--- config.mk ---
export PLATFORM = sky130hd
export DESIGN_NAME = bcc_bus_config
export DESIGN_NICKNAME = d
export VERILOG_FILES = /design/src/bcc_pkg.sv /design/src/bcc_bus_config.sv /design/src/bcc_arbiter.sv
export SDC_FILE = /design/constraint.sdc
export NUM_CORES = 1
export LEC_CHECK = 0
export ABC_AREA = 1
export ABC_CLOCK_PERIOD_IN_PS = 900
export BUFFER_PORTS_ARGS = -buffer_cell sky130_fd_sc_hd__buf_2
export CORE_ASPECT_RATIO = 0.9
export CORE_MARGIN = 5
export CORE_UTILIZATION = 40
export DETAILED_ROUTE_END_ITERATION = 10
export HOLD_SLACK_MARGIN = 0.12
export PLACE_DENSITY = 0.73
export SKIP_CTS_REPAIR_TIMING = 1
export SYNTH_ARGS = -nofsm -noshare
export SYNTH_HDL_FRONTEND = slang
export SYNTH_SLANG_ARGS = --single-unit
--- constraint.sdc ---
create_clock -name clk_sys -period 0.9 [get_ports clk_sys]
set_clock_uncertainty 0.05 [all_clocks]
set_input_delay 0.09 -clock clk_sys [delete_from_list [all_inputs] [get_ports clk_sys]]
set_output_delay 0.09 -clock clk_sys [all_outputs]
set_load 0.05 [all_outputs]
--- src/bcc_pkg.sv ---
// constants and types shared by the bus control configuration block
// assumes a single clk_sys domain and a plain register port with one-cycle strobes
`default_nettype none

package bcc_pkg;

    // register map
    localparam logic [7:0] BCC_BUS_CONTROL_ONE_OFF = 8'h00;
    localparam logic [31:0] BCC_BUS_CONTROL_ONE_RST = 32'h0000_0000;
    localparam logic [31:0] BCC_WRITE_MASK = 32'h033b_f800;

    // field positions inside bus_control_one
    localparam int BCC_SLAVE_FLAG_POS = 30;
    localparam int BCC_AREA0_MPX_POS = 29;
    localparam int BCC_IN_PULLUP_POS = 25;
    localparam int BCC_OUT_PULLUP_POS = 24;
    localparam int BCC_A1_BYTE_POS = 21;
    localparam int BCC_A4_BYTE_POS = 20;
    localparam int BCC_BREQ_EN_POS = 19;
    localparam int BCC_MPX_SEL_POS = 17;
    localparam int BCC_DMA_PRIO_POS = 16;
    localparam int BCC_ADDR_HIZ_POS = 15;
    localparam int BCC_STROBE_HIZ_POS = 14;
    localparam int BCC_A0_BURST_LSB = 11;

    // cycles after reset release before the mode pins are trusted
    localparam logic [1:0] BCC_STRAP_WAIT = 2'h2;
    // idle level of the active-low external request pin
    localparam logic BCC_PIN_IDLE_N = 1'b1;

    // interface codes reported per area
    localparam logic [1:0] BCC_IF_SRAM = 2'h0;
    localparam logic [1:0] BCC_IF_BURST = 2'h1;
    localparam logic [1:0] BCC_IF_MPX = 2'h2;

    // area 0 burst field encodings and burst lengths
    localparam logic [2:0] BCC_BURST_OFF = 3'h0;
    localparam logic [2:0] BCC_BURST_4 = 3'h1;
    localparam logic [2:0] BCC_BURST_8 = 3'h2;
    localparam logic [2:0] BCC_BURST_16 = 3'h3;
    localparam logic [2:0] BCC_BURST_32 = 3'h4;
    localparam logic [5:0] BCC_LEN_4 = 6'h04;
    localparam logic [5:0] BCC_LEN_8 = 6'h08;
    localparam logic [5:0] BCC_LEN_16 = 6'h10;
    localparam logic [5:0] BCC_LEN_32 = 6'h20;
    localparam logic [5:0] BCC_LEN_NONE = 6'h00;

    // bus ownership held by the arbiter
    typedef enum logic [2:0] {
        BCC_GNT_NONE,
        BCC_GNT_RELEASE,
        BCC_GNT_REFRESH,
        BCC_GNT_DMA,
        BCC_GNT_CPU
    } bcc_grant_t;

endpackage

`default_nettype wire

--- src/bcc_bus_config.sv ---
// bus controller configuration register with its decoded controls and arbiter
// assumes mode pins and the external request pin are asynchronous to clk_sys;
// rst is the power-on reset, manual_rst a warm reset from logic on clk_sys
//
// The implementer's own choices: the register offsets and strobed register access.
`default_nettype none

// Summary of operation
// - input_pullup_en is high while the input pull-up field is 0, and the field resets to 0.
// - output pull-ups apply to a pin group only while it is not driven and the field is 0.
// - area 1 runs byte control mode when its field is 1, normal mode at 0, reset 0.
// - area 4 runs byte control mode when its field is 1, normal mode at 0, reset 0.
// - an area on the multiplexed interface ignores its byte control setting.
// - in master startup external and bridge requests are accepted only with enable at 1.
// - in slave startup bridge requests are always accepted whatever the enable field.
// - the multiplex select field moves areas 1 to 6 onto the multiplexed interface.
// - with dma priority 0 the order is release, refresh, dma, cpu, highest first.
// - with dma priority 1 no release and no refresh happen during a dma burst.
// - address group floats in standby and release at 0, and drives in standby at 1.
// - strobe group floats in standby and release at 0, and drives in both at 1.
// - the area 0 burst field picks burst rom and length, ignored when area 0 multiplexes.
// - area 0 multiplexing is caught from a mode pin after power-on reset, read only.
// - master or slave startup is caught from a mode pin after power-on reset.
module bcc_bus_config #(
    parameter int ADDR_W = 8
) (
    // clock, reset, enable
    input wire logic clk_sys,
    input wire logic rst,
    input wire logic ce,
    input wire logic manual_rst,
    // register port
    input wire logic [ADDR_W-1:0] reg_addr,
    input wire logic [31:0] reg_wdata,
    input wire logic reg_wr,
    input wire logic reg_rd,
    output logic [31:0] reg_rdata,
    // mode pins, asynchronous
    input wire logic mode_master_pin,
    input wire logic mode_area0_sram_pin,
    // bus requests
    input wire logic ext_breq_n_pin,
    input wire logic pci_breq,
    input wire logic refresh_req,
    input wire logic dma_req,
    input wire logic dma_burst_active,
    input wire logic cpu_req,
    input wire logic standby,
    // pull-up controls
    output logic input_pullup_en,
    output logic addr_pullup_en,
    output logic strobe_pullup_en,
    // drive controls
    output logic addr_group_drive,
    output logic strobe_group_drive,
    // request acceptance and grants
    output logic ext_breq_accept,
    output logic pci_breq_accept,
    output logic grant_release,
    output logic grant_refresh,
    output logic grant_dma,
    output logic grant_cpu,
    // area configuration
    output logic [13:0] area_if,
    output logic area1_byte_mode,
    output logic area4_byte_mode,
    output logic [5:0] area0_burst_len,
    output logic master_mode,
    output logic straps_valid
);

    typedef struct packed {
        logic breq_s1;
        logic breq_s2;
        logic master_s1;
        logic master_s2;
        logic a0sram_s1;
        logic a0sram_s2;
        logic [1:0] strap_wait;
        logic straps_valid;
        logic slave_flag;
        logic area0_multiplex_flag;
        logic input_pullup_off;
        logic output_pullup_off;
        logic area1_byte_control;
        logic area4_byte_control;
        logic bus_request_accept_enable;
        logic areas_multiplex_select;
        logic dma_burst_priority;
        logic address_hiz_control;
        logic strobe_hiz_control;
        logic [2:0] area0_burst_field;
        logic [31:0] rdata;
    } bcc_state_t;

    localparam logic [31:0] RV = bcc_pkg::BCC_BUS_CONTROL_ONE_RST;
    localparam bcc_state_t RST_STATE = '{
        breq_s1: bcc_pkg::BCC_PIN_IDLE_N,
        breq_s2: bcc_pkg::BCC_PIN_IDLE_N,
        master_s1: 1'b0,
        master_s2: 1'b0,
        a0sram_s1: 1'b0,
        a0sram_s2: 1'b0,
        strap_wait: 2'h0,
        straps_valid: 1'b0,
        slave_flag: RV[bcc_pkg::BCC_SLAVE_FLAG_POS],
        area0_multiplex_flag: RV[bcc_pkg::BCC_AREA0_MPX_POS],
        input_pullup_off: RV[bcc_pkg::BCC_IN_PULLUP_POS],
        output_pullup_off: RV[bcc_pkg::BCC_OUT_PULLUP_POS],
        area1_byte_control: RV[bcc_pkg::BCC_A1_BYTE_POS],
        area4_byte_control: RV[bcc_pkg::BCC_A4_BYTE_POS],
        bus_request_accept_enable: RV[bcc_pkg::BCC_BREQ_EN_POS],
        areas_multiplex_select: RV[bcc_pkg::BCC_MPX_SEL_POS],
        dma_burst_priority: RV[bcc_pkg::BCC_DMA_PRIO_POS],
        address_hiz_control: RV[bcc_pkg::BCC_ADDR_HIZ_POS],
        strobe_hiz_control: RV[bcc_pkg::BCC_STROBE_HIZ_POS],
        area0_burst_field: RV[bcc_pkg::BCC_A0_BURST_LSB +: 3],
        rdata: 32'h0000_0000
    };

    bcc_state_t st_reg;
    bcc_state_t st_next;
    logic hit;
    logic [31:0] image;
    logic release_req;
    logic [2:0] a0_code;

    // interface seen by an area from its multiplex and burst settings
    function automatic logic [1:0] area_if_of(input logic multiplexed_address_data_interface, input logic burst);
        if (multiplexed_address_data_interface) begin
            return bcc_pkg::BCC_IF_MPX;
        end else if (burst) begin
            return bcc_pkg::BCC_IF_BURST;
        end
        return bcc_pkg::BCC_IF_SRAM;
    endfunction

    // burst length of a burst field, zero for off or reserved codes
    function automatic logic [5:0] burst_len_of(input logic [2:0] code);
        case (code)
            bcc_pkg::BCC_BURST_4: return bcc_pkg::BCC_LEN_4;
            bcc_pkg::BCC_BURST_8: return bcc_pkg::BCC_LEN_8;
            bcc_pkg::BCC_BURST_16: return bcc_pkg::BCC_LEN_16;
            bcc_pkg::BCC_BURST_32: return bcc_pkg::BCC_LEN_32;
            default: return bcc_pkg::BCC_LEN_NONE;
        endcase
    endfunction

    assign hit = (reg_addr == ADDR_W'(bcc_pkg::BCC_BUS_CONTROL_ONE_OFF));

    // read image; reserved and out-of-scope bits read as zero
    always_comb begin
        image = 32'h0000_0000;
        image[bcc_pkg::BCC_SLAVE_FLAG_POS] = st_reg.slave_flag;
        image[bcc_pkg::BCC_AREA0_MPX_POS] = st_reg.area0_multiplex_flag;
        image[bcc_pkg::BCC_IN_PULLUP_POS] = st_reg.input_pullup_off;
        image[bcc_pkg::BCC_OUT_PULLUP_POS] = st_reg.output_pullup_off;
        image[bcc_pkg::BCC_A1_BYTE_POS] = st_reg.area1_byte_control;
        image[bcc_pkg::BCC_A4_BYTE_POS] = st_reg.area4_byte_control;
        image[bcc_pkg::BCC_BREQ_EN_POS] = st_reg.bus_request_accept_enable;
        image[bcc_pkg::BCC_MPX_SEL_POS] = st_reg.areas_multiplex_select;
        image[bcc_pkg::BCC_DMA_PRIO_POS] = st_reg.dma_burst_priority;
        image[bcc_pkg::BCC_ADDR_HIZ_POS] = st_reg.address_hiz_control;
        image[bcc_pkg::BCC_STROBE_HIZ_POS] = st_reg.strobe_hiz_control;
        image[bcc_pkg::BCC_A0_BURST_LSB +: 3] = st_reg.area0_burst_field;
    end

    always_comb begin
        st_next = st_reg;
        // the first stage of each synchroniser feeds only the second
        st_next.breq_s1 = ext_breq_n_pin;
        st_next.breq_s2 = st_reg.breq_s1;
        st_next.master_s1 = mode_master_pin;
        st_next.master_s2 = st_reg.master_s1;
        st_next.a0sram_s1 = mode_area0_sram_pin;
        st_next.a0sram_s2 = st_reg.a0sram_s1;
        // straps are caught once, after the synchronisers have filled
        if (!st_reg.straps_valid) begin
            if (st_reg.strap_wait == bcc_pkg::BCC_STRAP_WAIT) begin
                st_next.straps_valid = 1'b1;
                st_next.slave_flag = ~st_reg.master_s2;
                st_next.area0_multiplex_flag = ~st_reg.a0sram_s2;
            end else begin
                st_next.strap_wait = st_reg.strap_wait + 2'h1;
            end
        end
        // manual reset is deliberately not looked at here
        if (reg_wr && hit) begin
            st_next.input_pullup_off = reg_wdata[bcc_pkg::BCC_IN_PULLUP_POS];
            st_next.output_pullup_off = reg_wdata[bcc_pkg::BCC_OUT_PULLUP_POS];
            st_next.area1_byte_control = reg_wdata[bcc_pkg::BCC_A1_BYTE_POS];
            st_next.area4_byte_control = reg_wdata[bcc_pkg::BCC_A4_BYTE_POS];
            st_next.bus_request_accept_enable = reg_wdata[bcc_pkg::BCC_BREQ_EN_POS];
            st_next.areas_multiplex_select = reg_wdata[bcc_pkg::BCC_MPX_SEL_POS];
            st_next.dma_burst_priority = reg_wdata[bcc_pkg::BCC_DMA_PRIO_POS];
            st_next.address_hiz_control = reg_wdata[bcc_pkg::BCC_ADDR_HIZ_POS];
            st_next.strobe_hiz_control = reg_wdata[bcc_pkg::BCC_STROBE_HIZ_POS];
            st_next.area0_burst_field = reg_wdata[bcc_pkg::BCC_A0_BURST_LSB +: 3];
        end
        // read data stand only in the cycle after the strobe
        st_next.rdata = (reg_rd && hit) ? image : 32'h0000_0000;
    end

    always_ff @(posedge clk_sys) begin
        if (rst) begin
            st_reg <= RST_STATE;
        end else if (ce) begin
            st_reg <= st_next;
        end
    end

    assign reg_rdata = st_reg.rdata;
    assign straps_valid = st_reg.straps_valid;
    assign master_mode = st_reg.straps_valid & ~st_reg.slave_flag;

    // nothing is accepted before the startup mode is known
    assign ext_breq_accept = master_mode & st_reg.bus_request_accept_enable
        & ~st_reg.breq_s2;
    assign pci_breq_accept = pci_breq & st_reg.straps_valid
        & (st_reg.slave_flag | st_reg.bus_request_accept_enable);
    assign release_req = ext_breq_accept | pci_breq_accept;

    bcc_arbiter u_arb (
        .clk_sys(clk_sys),
        .rst(rst),
        .ce(ce),
        .clear(manual_rst),
        .release_req(release_req),
        .refresh_req(refresh_req),
        .dma_req(dma_req),
        .cpu_req(cpu_req),
        .dma_burst_active(dma_burst_active),
        .dma_burst_priority(st_reg.dma_burst_priority),
        .grant_release(grant_release),
        .grant_refresh(grant_refresh),
        .grant_dma(grant_dma),
        .grant_cpu(grant_cpu)
    );

    // the address group floats on release whatever the field says
    assign addr_group_drive = ~grant_release
        & (~standby | st_reg.address_hiz_control);
    assign strobe_group_drive = st_reg.strobe_hiz_control
        | (~grant_release & ~standby);

    assign input_pullup_en = ~st_reg.input_pullup_off;
    assign addr_pullup_en = ~st_reg.output_pullup_off & ~addr_group_drive;
    assign strobe_pullup_en = ~st_reg.output_pullup_off & ~strobe_group_drive;

    // area 0: strap picks multiplexing, otherwise the burst field decides
    assign a0_code = st_reg.area0_multiplex_flag ? bcc_pkg::BCC_BURST_OFF
        : st_reg.area0_burst_field;
    assign area0_burst_len = burst_len_of(a0_code);

    always_comb begin
        area_if = 14'h0000;
        area_if[1:0] = area_if_of(st_reg.area0_multiplex_flag,
            burst_len_of(a0_code) != bcc_pkg::BCC_LEN_NONE);
        for (int i = 1; i < 7; i++) begin
            area_if[2*i +: 2] = area_if_of(st_reg.areas_multiplex_select, 1'b0);
        end
    end

    // multiplexing wins over byte control
    assign area1_byte_mode = st_reg.area1_byte_control
        & ~st_reg.areas_multiplex_select;
    assign area4_byte_mode = st_reg.area4_byte_control
        & ~st_reg.areas_multiplex_select;
endmodule

`default_nettype wire

--- src/bcc_arbiter.sv ---
// bus ownership arbiter: bus release, refresh, dma and cpu
// assumes requests come from logic on clk_sys; grant follows one cycle after request
`default_nettype none

module bcc_arbiter (
    // clock and reset
    input wire logic clk_sys,
    input wire logic rst,
    input wire logic ce,
    input wire logic clear,
    // requests
    input wire logic release_req,
    input wire logic refresh_req,
    input wire logic dma_req,
    input wire logic cpu_req,
    input wire logic dma_burst_active,
    input wire logic dma_burst_priority,
    // grants
    output logic grant_release,
    output logic grant_refresh,
    output logic grant_dma,
    output logic grant_cpu
);

    typedef struct packed {
        bcc_pkg::bcc_grant_t grant;
    } bcc_arb_state_t;

    bcc_arb_state_t arb_reg;
    bcc_arb_state_t arb_next;
    logic lock;

    always_comb begin
        arb_next = arb_reg;
        // an active dma burst under priority shuts out release and refresh
        lock = dma_burst_priority & dma_burst_active;
        if (clear) begin
            arb_next.grant = bcc_pkg::BCC_GNT_NONE;
        end else if (lock) begin
            if (dma_req) begin
                arb_next.grant = bcc_pkg::BCC_GNT_DMA;
            end else if (cpu_req) begin
                arb_next.grant = bcc_pkg::BCC_GNT_CPU;
            end else begin
                arb_next.grant = bcc_pkg::BCC_GNT_NONE;
            end
        end else if (release_req) begin
            arb_next.grant = bcc_pkg::BCC_GNT_RELEASE;
        end else if (refresh_req) begin
            arb_next.grant = bcc_pkg::BCC_GNT_REFRESH;
        end else if (dma_req) begin
            arb_next.grant = bcc_pkg::BCC_GNT_DMA;
        end else if (cpu_req) begin
            arb_next.grant = bcc_pkg::BCC_GNT_CPU;
        end else begin
            arb_next.grant = bcc_pkg::BCC_GNT_NONE;
        end
    end

    always_ff @(posedge clk_sys) begin
        if (rst) begin
            arb_reg.grant <= bcc_pkg::BCC_GNT_NONE;
        end else if (ce) begin
            arb_reg <= arb_next;
        end
    end

    assign grant_release = (arb_reg.grant == bcc_pkg::BCC_GNT_RELEASE);
    assign grant_refresh = (arb_reg.grant == bcc_pkg::BCC_GNT_REFRESH);
    assign grant_dma = (arb_reg.grant == bcc_pkg::BCC_GNT_DMA);
    assign grant_cpu = (arb_reg.grant == bcc_pkg::BCC_GNT_CPU);

endmodule

`default_nettype wire

==> results of run 1 <==
synthesized netlist by cell type (all sizes together):
| master | number |
|---|---|
| a21oi | 22 |
| buf | 55 |
| clkbuf | 4 |
| clkinv | 1 |
| conb | 1 |
| dfxtp | 40 |
| ha | 1 |
| inv | 28 |
| nand2 | 67 |
| nand3 | 6 |
| nand4 | 15 |
| nor2 | 47 |
| nor3 | 7 |
| nor4 | 2 |
| o21ai | 9 |
how the worst max path moves through the flow:
stage	end	slack, ns	cells after the start
final	strobe_pullup_en	-0.53	6
after global routing	strobe_pullup_en	-0.59	6
after CTS	area_if[0]	-0.62	5
after detailed placement	area_if[0]	-0.30	5
after global placement	area_if[0]	-0.27	5
after floorplan	area_if[0]	-0.68	4
logic make-up after synthesis:
family                     synth area share
and+or+nand+nor                       0.302
buffers and inverters                 0.245
DFF                                   0.373
AOI/OAI and AO/OA                    0.0723
adders and majority gates           0.00583
other                               0.00175
area by class of cell:
class | count | area [um^2] | area share
flip-flops and latches | 40 | 851 | 0.235
clock buffers | 5 | 68.8 | 0.0190
inverters | 29 | 138 | 0.0379
clock inverters | 2 | 11.3 | 0.00310
well taps | 67 | 83.8 | 0.0231
repair buffers | 134 | 1300 | 0.357
multi-input cells | 202 | 1180 | 0.325
placed cells by master, fill, tap and decap left out, types with 2 or more instances in the layout:
cell / netlist / layout
nand3_1: 5 / 2
a21oi_1: 22 / 20
inv_4: 0 / 5
clkinvlp_4: 0 / 5
nor2_4: 0 / 10
dfxtp_4: 0 / 5
nor3_1: 6 / 2
dfxtp_1: 40 / 10
nand2_4: 1 / 8
buf_8: 0 / 27
buf_12: 0 / 5
a21oi_2: 0 / 2
nand3_2: 0 / 2
conb_1: 1 / 26
nand2_2: 0 / 4
buf_4: 48 / 32
nor2_1: 46 / 35
nor4_4: 0 / 2
buf_2: 6 / 35
nand2_1: 66 / 55
dfxtp_2: 0 / 25
clkbuf_8: 0 / 5
o21ai_1: 0 / 3
nand3_4: 1 / 2
nand4_1: 15 / 15
buf_6: 1 / 20
o21ai_0: 9 / 4
inv_1: 28 / 12
dlygate4sd3_1: 0 / 15
inv_2: 0 / 7
nor3_4: 1 / 4
worst max-delay path, cell delays in order, from the launching register on:
cell	delay, ns
dfxtp_2	0.35
inv_2	0.06
nand3_4	0.10
clkinvlp_4	0.12
o21ai_4	0.17
nor2_4	0.04
buf_6	0.15
power groups by stage:
stage	combinational [uW]	sequential, uW	clock [uW]
CTS	785	1850	1150
global placement	773	1890	0
finish	919	1850	1130
global route	983	1860	1240
floorplan	654	1900	0
detailed placement	783	1890	0
metal layers:
layer / vias to the layer above / track usage
met5: - / 0
met4: 0 / 0.0537
met3: 12 / 0.0413
met2: 58 / 0.262
met1: 967 / 0.181
li1: 1108 / -
metrics by stage:
step	setup slack [ns]	cell area [um^2]	hold slack (ns)	total power (uW)
after floorplan	-0.683	2490	0.155	2550
after global placement	-0.266	2760	0.259	2660
after detailed placement	-0.296	2760	0.265	2670
after CTS	-0.615	2840	-0.0407	3780
after global routing	-0.592	3630	0.0273	4080
final	-0.529	3630	0.0350	3900
==> run_results.csv, run 1 <==
group,metric,value,unit
drt,avgRoutedWirePerCell,13.2,um
die,fp.dieW,87.2,um
power_and_ir_drop,netSwitchingPower,1250,uW
synthesis,yosys_warnings,0,
outcome,violations,"setup timing",
drt,drc,0,
synthesis,syn_area_per_cell,7.03,um^2
drt,wl,6340,um
setup_path,ff2ff_path_depth,8,
timing,worst_slack,-0.529,ns
clock_network,htree_num_levels,2,
setup_path,cp.required,0.76,ns
synthesis,syn_area,2140,um^2
synthesis,syn_inst,305,
power_and_ir_drop,netSwitchingFraction,0.322,
global_routing,antenna_found_initial,0,
placed_design,dp.cells,442,
synthesis,synth_top_cell_by_area,"dfxtp_1",
clock_network,root_buffer,"clkbuf_8",
timing,slew_viol_final,0,
layout,syn2layout_area_growth,69.1,%
placed_design,dp_hpwl,4230,um
timing,hold_viol,0,
clock_network,cts_tree,"built",
placed_design,portBuffers,75,
power_and_ir_drop,pwr-share-comb,0.236,
setup_path,end_kind,"primary output",
die,boundaryPins,122,
worst_hold_path,min_path_cells,4,
power_and_ir_drop,powerDensity,1070,nW/um^2
setup_path,critical_path_class,"flip-flop to primary output",
setup_path,r2r-end,"u_arb.arb_reg[2]$_SDFFE_PP0P_",
global_routing,grt_max_degree,25,
synthesis,synth_cell_type_count,21,
die,die_h,79.5,um
global_routing,grt_pass1_wl,8370,um
drt,dr.pass1.iters,4,
clock_network,clk_pin_slew,0.07,ns
clock_network,clock_latency,0.30,ns
timing,fin_setup_tns,-10.83,ns
die,rows,25,
timing,finalCritPeriodShare,1.59,
die,initial_core_util,0.411,
timing,fin_crit,1.43,ns
setup_path,crit_start,"u_arb.arb_reg[1]$_SDFFE_PP0P_",
timing,rsz0062_at_grt,"yes",
drt,met1Wirelength,2470,um
global_routing,first_global_vias,1885,
clock_network,cts_max_path_buffers,2,
clock_network,cts_sinks,40,
worst_hold_path,hold_class,"input port to flip-flop",
layout,layout.nets,468,
outcome,outcome,"finished with violations",
layout,final_core_util,0.694,
drt,dr_wl_met2,3430,um
drt,drt-initial-drc-count,100,
synthesis,yosysTopAreaCellShare,0.373,
setup_path,cp.arrival,1.29,ns
synthesis,synth_seq_cells,40,
setup_path,critPathLaunchType,"flip-flop",
die,core,5220,um^2
layout,drive_gt1_frac,0.515,
placed_design,gp_congestion,0.791,
power_and_ir_drop,p_clk_frac,0.289,
global_routing,grt-ovfl-total,0,
drt,ant_nets,0,
drt,route.met3.wl,292,um
power_and_ir_drop,leakage,0.00173,uW
job,cap_viol_max_count,0,
synthesis,yosysSeqAreaShare,0.373,
power_and_ir_drop,p_int,2640,uW
setup_path,rrSetupSlack,-0.23,ns
die,dieArea,6930,um^2
layout,fillCellCount,422,
layout,antenna_cells,0,
drt,top_layer_used,"met4",
clock_network,cts_buffers,5,
timing,fmax,700,MHz
power_and_ir_drop,seqPwrFrac,0.475,
synthesis,synth_area_leaders,"dfxtp_1 37%, buf_4 17%, nand2_1 12%, nor2_1 8.1%, a21oi_1 5.1%",
timing,setup_viol,53,
worst_hold_path,min_to,"u_arb.arb_reg[2]$_SDFFE_PP0P_",
drt,via_per_inst,4.48,
setup_path,worst-path-max-fanout,2,
global_routing,track_usage,0.152,
setup_path,r2r-start,"straps_valid$_SDFFE_PP0P_",
layout,stdcell_count,479,
power_and_ir_drop,peakVddDrop,0.000925,V
worst_hold_path,min_from,"manual_rst",
drt,dr_total_vias,2145,
(Power assumes the default switching activity.)
==> run 2, diff against run 1 <==
Settings changed: PLACE_DENSITY 0.73 to 0.72, SYNTH_HIERARCHICAL set to 1.
==> run 2 against run 1 <==
Effect of this change:
- the flow still finishes with violations (setup timing)
- global-route usage is 0.46 points lower
- sequential power grew 3%
- via count is 3.4% higher
- non-clock buffer count fell by 3
- die area up 5.4%
- clock power barely moved
- critical endpoint is now u_arb/arb_reg[2]$_SDFFE_PP0P_
==> run_results.csv, run 2 <==
group,metric,value,unit
power_and_ir_drop,peakVddDrop,0.000668,V
setup_path,cpPeakStageDelay,0.36,ns
drt,wl,6240,um
placed_design,dp_hpwl,4150,um
global_routing,antenna_found_initial,0,
clock_network,cts_tree,"built",
timing,fmax,693,MHz
clock_network,cts_sinks,40,
layout,final_common_cell,"buf_2",
layout,multi_input_area,1280,um^2
setup_path,cp.required,1.08,ns
die,dieArea,7300,um^2
placed_design,portBuffers,75,
setup_path,critical_path_class,"flip-flop to flip-flop",
synthesis,yosysTopAreaCellShare,0.352,
setup_path,end_kind,"flip-flop",
synthesis,synth_cell_type_count,27,
synthesis,synth_top_cell_by_area,"dfxtp_1",
die,initial_core_util,0.407,
layout,regArea,857,um^2
outcome,violations,"setup timing",
power_and_ir_drop,powerDensity,1170,nW/um^2
synthesis,yosys_warnings,6,
layout,final_area,3710,um^2
die,boundaryPins,122,
global_routing,first_global_vias,1844,
clock_network,cts_buffers,5,
synthesis,syn_area_per_cell,7.37,um^2
setup_path,worst-path-max-fanout,2,
placed_design,place_area,2970,um^2
layout,drive_gt1_frac,0.546,
synthesis,syn_inst,309,
clock_network,clock_latency,0.29,ns
synthesis,yosysMostFrequentCell,"buf_4",
job,cap_viol_max_count,0,
setup_path,cp_num_cells,8,
clock_network,root_buffer,"clkbuf_8",
setup_path,ff2ff_path_depth,8,
power_and_ir_drop,leakage,0.00161,uW
synthesis,synth_top_cells_by_count,"48 x buf_4, 40 x dfxtp_1, 37 x nor2_1",
drt,drc,0,
layout,stdcell_count,482,
layout,antenna_cells,0,
die,core,5600,um^2
timing,fin_crit,1.44,ns
global_routing,track_usage,0.148,
setup_path,worst-path-buf-inv,2,
drt,dr.pass1.iters,4,
layout,final_cell_mix,"36 x buf_2, 30 x buf_6, 28 x nand2_1",
layout,fillCellCount,444,
drt,via_per_inst,4.60,
timing,finalCritPeriodShare,1.60,
global_routing,grt_max_degree,39,
global_routing,grt_pass1_wl,8440,um
synthesis,synth_ff_type,"dfxtp_1",
drt,drt-initial-drc-count,139,
setup_path,path_cells,"inv_4 -> nor2_4 -> nand3b_1 -> clkinvlp_4 -> or2_1 -> o21ai_1 -> nand3b_1 -> a21oi_2",
drt,ant_nets,0,
synthesis,yosysSeqAreaShare,0.352,
die,rows,26,
outcome,outcome,"finished with violations",
worst_hold_path,min_path_cells,4,
setup_path,cp.arrival,1.62,ns
die,fp.dieW,89.5,um
synthesis,synth_area_leaders,"dfxtp_1 35%, buf_4 16%, nor2_1 6.1%, a21oi_1 5.5%, nand2_1 5.4%",
setup_path,critPathLaunchType,"flip-flop",
synthesis,synth_edf_count,0,
worst_hold_path,hold_class,"input port to flip-flop",
timing,worst_slack,-0.543,ns
synthesis,syn_area,2280,um^2
drt,avgRoutedWirePerCell,13.0,um
setup_path,crit_top_cell,"nand3b_1",
timing,hold_viol,0,
global_routing,grt-ovfl-total,0,
synthesis,synth_seq_cells,40,
setup_path,critical-path-slowest-cell,"dfxtp_4",
placed_design,gp_congestion,0.806,
clock_network,htree_num_levels,2,
timing,rsz0062_at_grt,"yes",
clock_network,clk_pin_slew,0.08,ns
drt,dr_total_vias,2218,
timing,hold_ws,0.0835,ns
timing,setup_viol,81,
placed_design,place_ws,-0.479,ns
clock_network,cts_max_path_buffers,2,
layout,syn2layout_area_growth,63.1,%
setup_path,critPathTopFamily,"simple AND/OR/NAND/NOR gates",
synthesis,async_flop_share,0,
timing,fin_setup_tns,-18.00,ns
layout,layout.nets,467,
die,die_h,81.6,um
placed_design,dp.cells,456,
timing,slew_viol_final,0,
-- run 2: layout make-up --
type,count,area share
Inverter,32,0.0384
Clock inverter,1,0.00135
Multi-Input combinational cell,201,0.345
Clock buffer,7,0.0205
Tap cell,70,0.0236
Timing Repair Buffer,131,0.340
Sequential cell,40,0.231
-- run 2: metrics by stage --
step           utilization  total power, uW
4_1_cts              0.546             4100
5_1_grt              0.664             4540
3_5_place_dp         0.531             2940
3_3_place_gp         0.531             2930
6_report             0.664             4340
2_1_floorplan            -             2780
-- run 2: worst paths after layout --
kind / from / endpoint / slack [ns]
setup reg to reg: straps_valid$_SDFFE_PP0P_ / u_arb/arb_reg[2]$_SDFFE_PP0P_ / -0.54
hold reg to reg: st_reg[51]$_SDFFE_PP0P_ / image[30]$_SDFFE_PP0P_ / 0.37
setup / recovery: straps_valid$_SDFFE_PP0P_ / u_arb/arb_reg[2]$_SDFFE_PP0P_ / -0.54
hold / removal: dma_req / u_arb/arb_reg[2]$_SDFFE_PP0P_ / 0.08
-- run 2: power breakdown --
group | switching, uW | internal (uW)
clock network | 616 | 545
logic | 804 | 465
registers | 65.0 | 1840
-- run 2: kinds of logic (layout without fill, tap and decap cells) --
logic type                 count (synthesis)  in the layout  share of synthesized area
and+or+nand+nor                          112            112                      0.234
buffers and inverters                     93            171                      0.251
other                                      1             26                    0.00165
adders and majority gates                  1              1                    0.00549
DFF                                       40             40                      0.352
AOI/OAI and AO/OA                         62             62                      0.157
-- run 2: worst min-delay path, cell delays in order --
cell and delay, ns:
buf_2 0.11, nor2_1 0.05, nand3b_1 0.09, a21oi_2 0.05
-- run 2: per-layer routing --
metal	track usage	up-vias	share of wire
met4	0.0313	0	0.011
met1	0.199	998	0.43
li1	-	1133	-
met3	0.0441	8	0.077
met2	0.234	79	0.49
met5	0	-	0
==> run 3, diff against run 2 <==
Settings changed: ABC_CLOCK_PERIOD_IN_PS 900 to 1200.
Clock period 0.9 ns to 1.2 ns, I/O delays scaled along.
==> run 3 against run 2 <==
Effect of this change:
- the run still ends with setup timing left
- clock power is 10% lower
- via count shrank 4.2%
- sequential cell count unchanged
- largest cell class unchanged
- cell count is 3.5% lower
- routed wire length decreased by 4.5%
- critical path depth shrank 3
- worst hold slack about the same
- sequential share of layout area is 2.0 points higher
- cell area is 11% lower
==> run_results.csv, run 3 (synthesized netlist as in run 2, its figures left out) <==
group,metric,value,unit
die,boundaryPins,122,
layout,stdcell_count,465,
worst_hold_path,hold_class,"input port to flip-flop",
timing,finalCritPeriodShare,1.21,
setup_path,critical_path_class,"flip-flop to primary output",
global_routing,top_usage_layer,"met2",
die,core,5600,um^2
layout,drive_gt1_frac,0.476,
power_and_ir_drop,p_total,3280,uW
global_routing,met2_usage,0.233,
placed_design,place_ws,-0.172,ns
clock_network,clock_latency,0.29,ns
global_routing,grtUsageMet1,0.181,
drt,dr_total_vias,2124,
die,rows,26,
power_and_ir_drop,powerDensity,995,nW/um^2
timing,setup_viol,19,
setup_path,r2r-start,"straps_valid$_SDFFE_PP0P_",
setup_path,ff2ff_path_depth,10,
drt,drt-initial-drc-count,64,
global_routing,first_global_vias,1850,
clock_network,cts_buffers,5,
setup_path,critPathTopFamily,"flip-flops",
outcome,outcome,"finished with violations",
timing,hold_viol,0,
setup_path,rrSetupSlack,-0.22,ns
drt,dr.pass1.iters,4,
setup_path,cp.arrival,1.28,ns
power_and_ir_drop,leakage,0.00148,uW
layout,final_common_cell,"buf_2",
layout,syn2layout_area_growth,44.7,%
layout,layout.nets,450,
global_routing,met3_usage,0.0391,
outcome,violations,"setup timing",
setup_path,end_kind,"primary output",
die,dieArea,7300,um^2
setup_path,worst-path-buf-inv,2,
setup_path,cp.required,1.03,ns
worst_hold_path,min_to,"image[17]$_SDFFE_PP0P_",
drt,avgRoutedWirePerCell,12.8,um
timing,fmax,689,MHz
die,die_h,81.6,um
global_routing,grt_pass1_wl,8190,um
die,fp.dieW,89.5,um
clock_network,root_buffer,"clkbuf_8",
layout,regArea,827,um^2
placed_design,gp_congestion,0.761,
placed_design,place_area,2770,um^2
clock_network,clk_pin_slew,0.09,ns
setup_path,critPathLaunchType,"flip-flop",
drt,ant_nets,0,
setup_path,r2r-end,"u_arb/arb_reg[1]$_SDFFE_PP0P_",
worst_hold_path,min_path_cells,5,
global_routing,grt_max_degree,28,
placed_design,portBuffers,75,
setup_path,path_cells,"inv_2 -> nor2_4 -> nand3_4 -> a31oi_4 -> buf_6",
clock_network,cts_sinks,40,
clock_network,htree_num_levels,2,
setup_path,worst-path-max-fanout,3,
layout,multi_input_area,1210,um^2
setup_path,critical-path-slowest-cell,"dfxtp_2",
power_and_ir_drop,peakVddDrop,0.000488,V
job,cap_viol_max_count,0,
global_routing,antenna_found_initial,0,
layout,final_area,3290,um^2
setup_path,cpPeakStageDelay,0.36,ns
drt,drc,0,
timing,worst_slack,-0.251,ns
die,initial_core_util,0.407,
global_routing,track_usage,0.141,
global_routing,grt-ovfl-total,0,
timing,fin_crit,1.45,ns
layout,final_cell_mix,"51 x buf_2, 29 x nand2_1, 27 x nor2_1, 27 x dfxtp_1, 26 x conb_1",
placed_design,dp.cells,445,
timing,slew_viol_final,0,
drt,wl,5960,um
clock_network,cts_tree,"built",
timing,rsz0062_at_grt,"yes",
placed_design,dp_hpwl,4080,um
layout,fillCellCount,509,
drt,via_per_inst,4.57,
layout,antenna_cells,0,
clock_network,cts_max_path_buffers,2,
worst_hold_path,min_from,"reg_wdata[17]",
==> run 3: worst max path at each step <==
stage | from | slack (ns) | cells after the start | to
2_1_floorplan | straps_valid$_SDFFE_PP0P_ | -0.55 | 10 | u_arb/arb_reg[1]$_SDFFE_PP0P_
3_3_place_gp | straps_valid$_SDFFE_PP0P_ | -0.11 | 8 | u_arb/arb_reg[2]$_SDFFE_PP0P_
3_5_place_dp | straps_valid$_SDFFE_PP0P_ | -0.17 | 8 | u_arb/arb_reg[2]$_SDFFE_PP0P_
4_1_cts | u_arb/arb_reg[0]$_SDFFE_PP0P_ | -0.38 | 5 | addr_pullup_en
5_1_grt | u_arb/arb_reg[1]$_SDFFE_PP0P_ | -0.31 | 4 | strobe_pullup_en
6_report | image[13]$_SDFFE_PP0P_ | -0.25 | 5 | area_if[0]
==> run 3: cell type report <==
type / count / share of cell area
clock inverters: 2 / 0.00494
inverters: 32 / 0.0406
multi-input cells: 201 / 0.367
clock buffers: 6 / 0.0285
well taps: 70 / 0.0266
flip-flops and latches: 40 / 0.251
repair buffers: 114 / 0.281
==> run 3: per-stage QoR <==
step | util | hold WS (ns) | setup TNS [ns]
after floorplan | - | 0.129 | -3.23
after global placement | 0.494 | 0.285 | -0.364
after detailed placement | 0.494 | 0.288 | -0.553
after CTS | 0.514 | -0.0268 | -5.76
after global routing | 0.589 | 0.117 | -4.46
final | 0.589 | 0.0837 | -3.35
==> run 3: power breakdown <==
part           switching, uW  internal (uW)  leakage [uW]
logic                    564            248       0.00110
clock network            499            543     0.0000530
registers               42.6           1380      0.000335
==> run 3: per-layer routing <==
| layer | vias up | share of wire |
|---|---|---|
| met5 | - | 0 |
| met2 | 81 | 0.48 |
| met4 | 0 | 0.0045 |
| met3 | 4 | 0.084 |
| met1 | 943 | 0.43 |
| li1 | 1096 | - |
==> run 3: worst reg2reg max path: stages, from the launching register on <==
cell and delay, ns:
dfxtp_4 0.37, inv_4 0.06, nor2_4 0.03, nand3b_1 0.12
clkinvlp_4 0.10, or2_1 0.22, inv_1 0.08, o21ai_1 0.07
nand2_1 0.06, nand2_1 0.07, a21oi_2 0.13
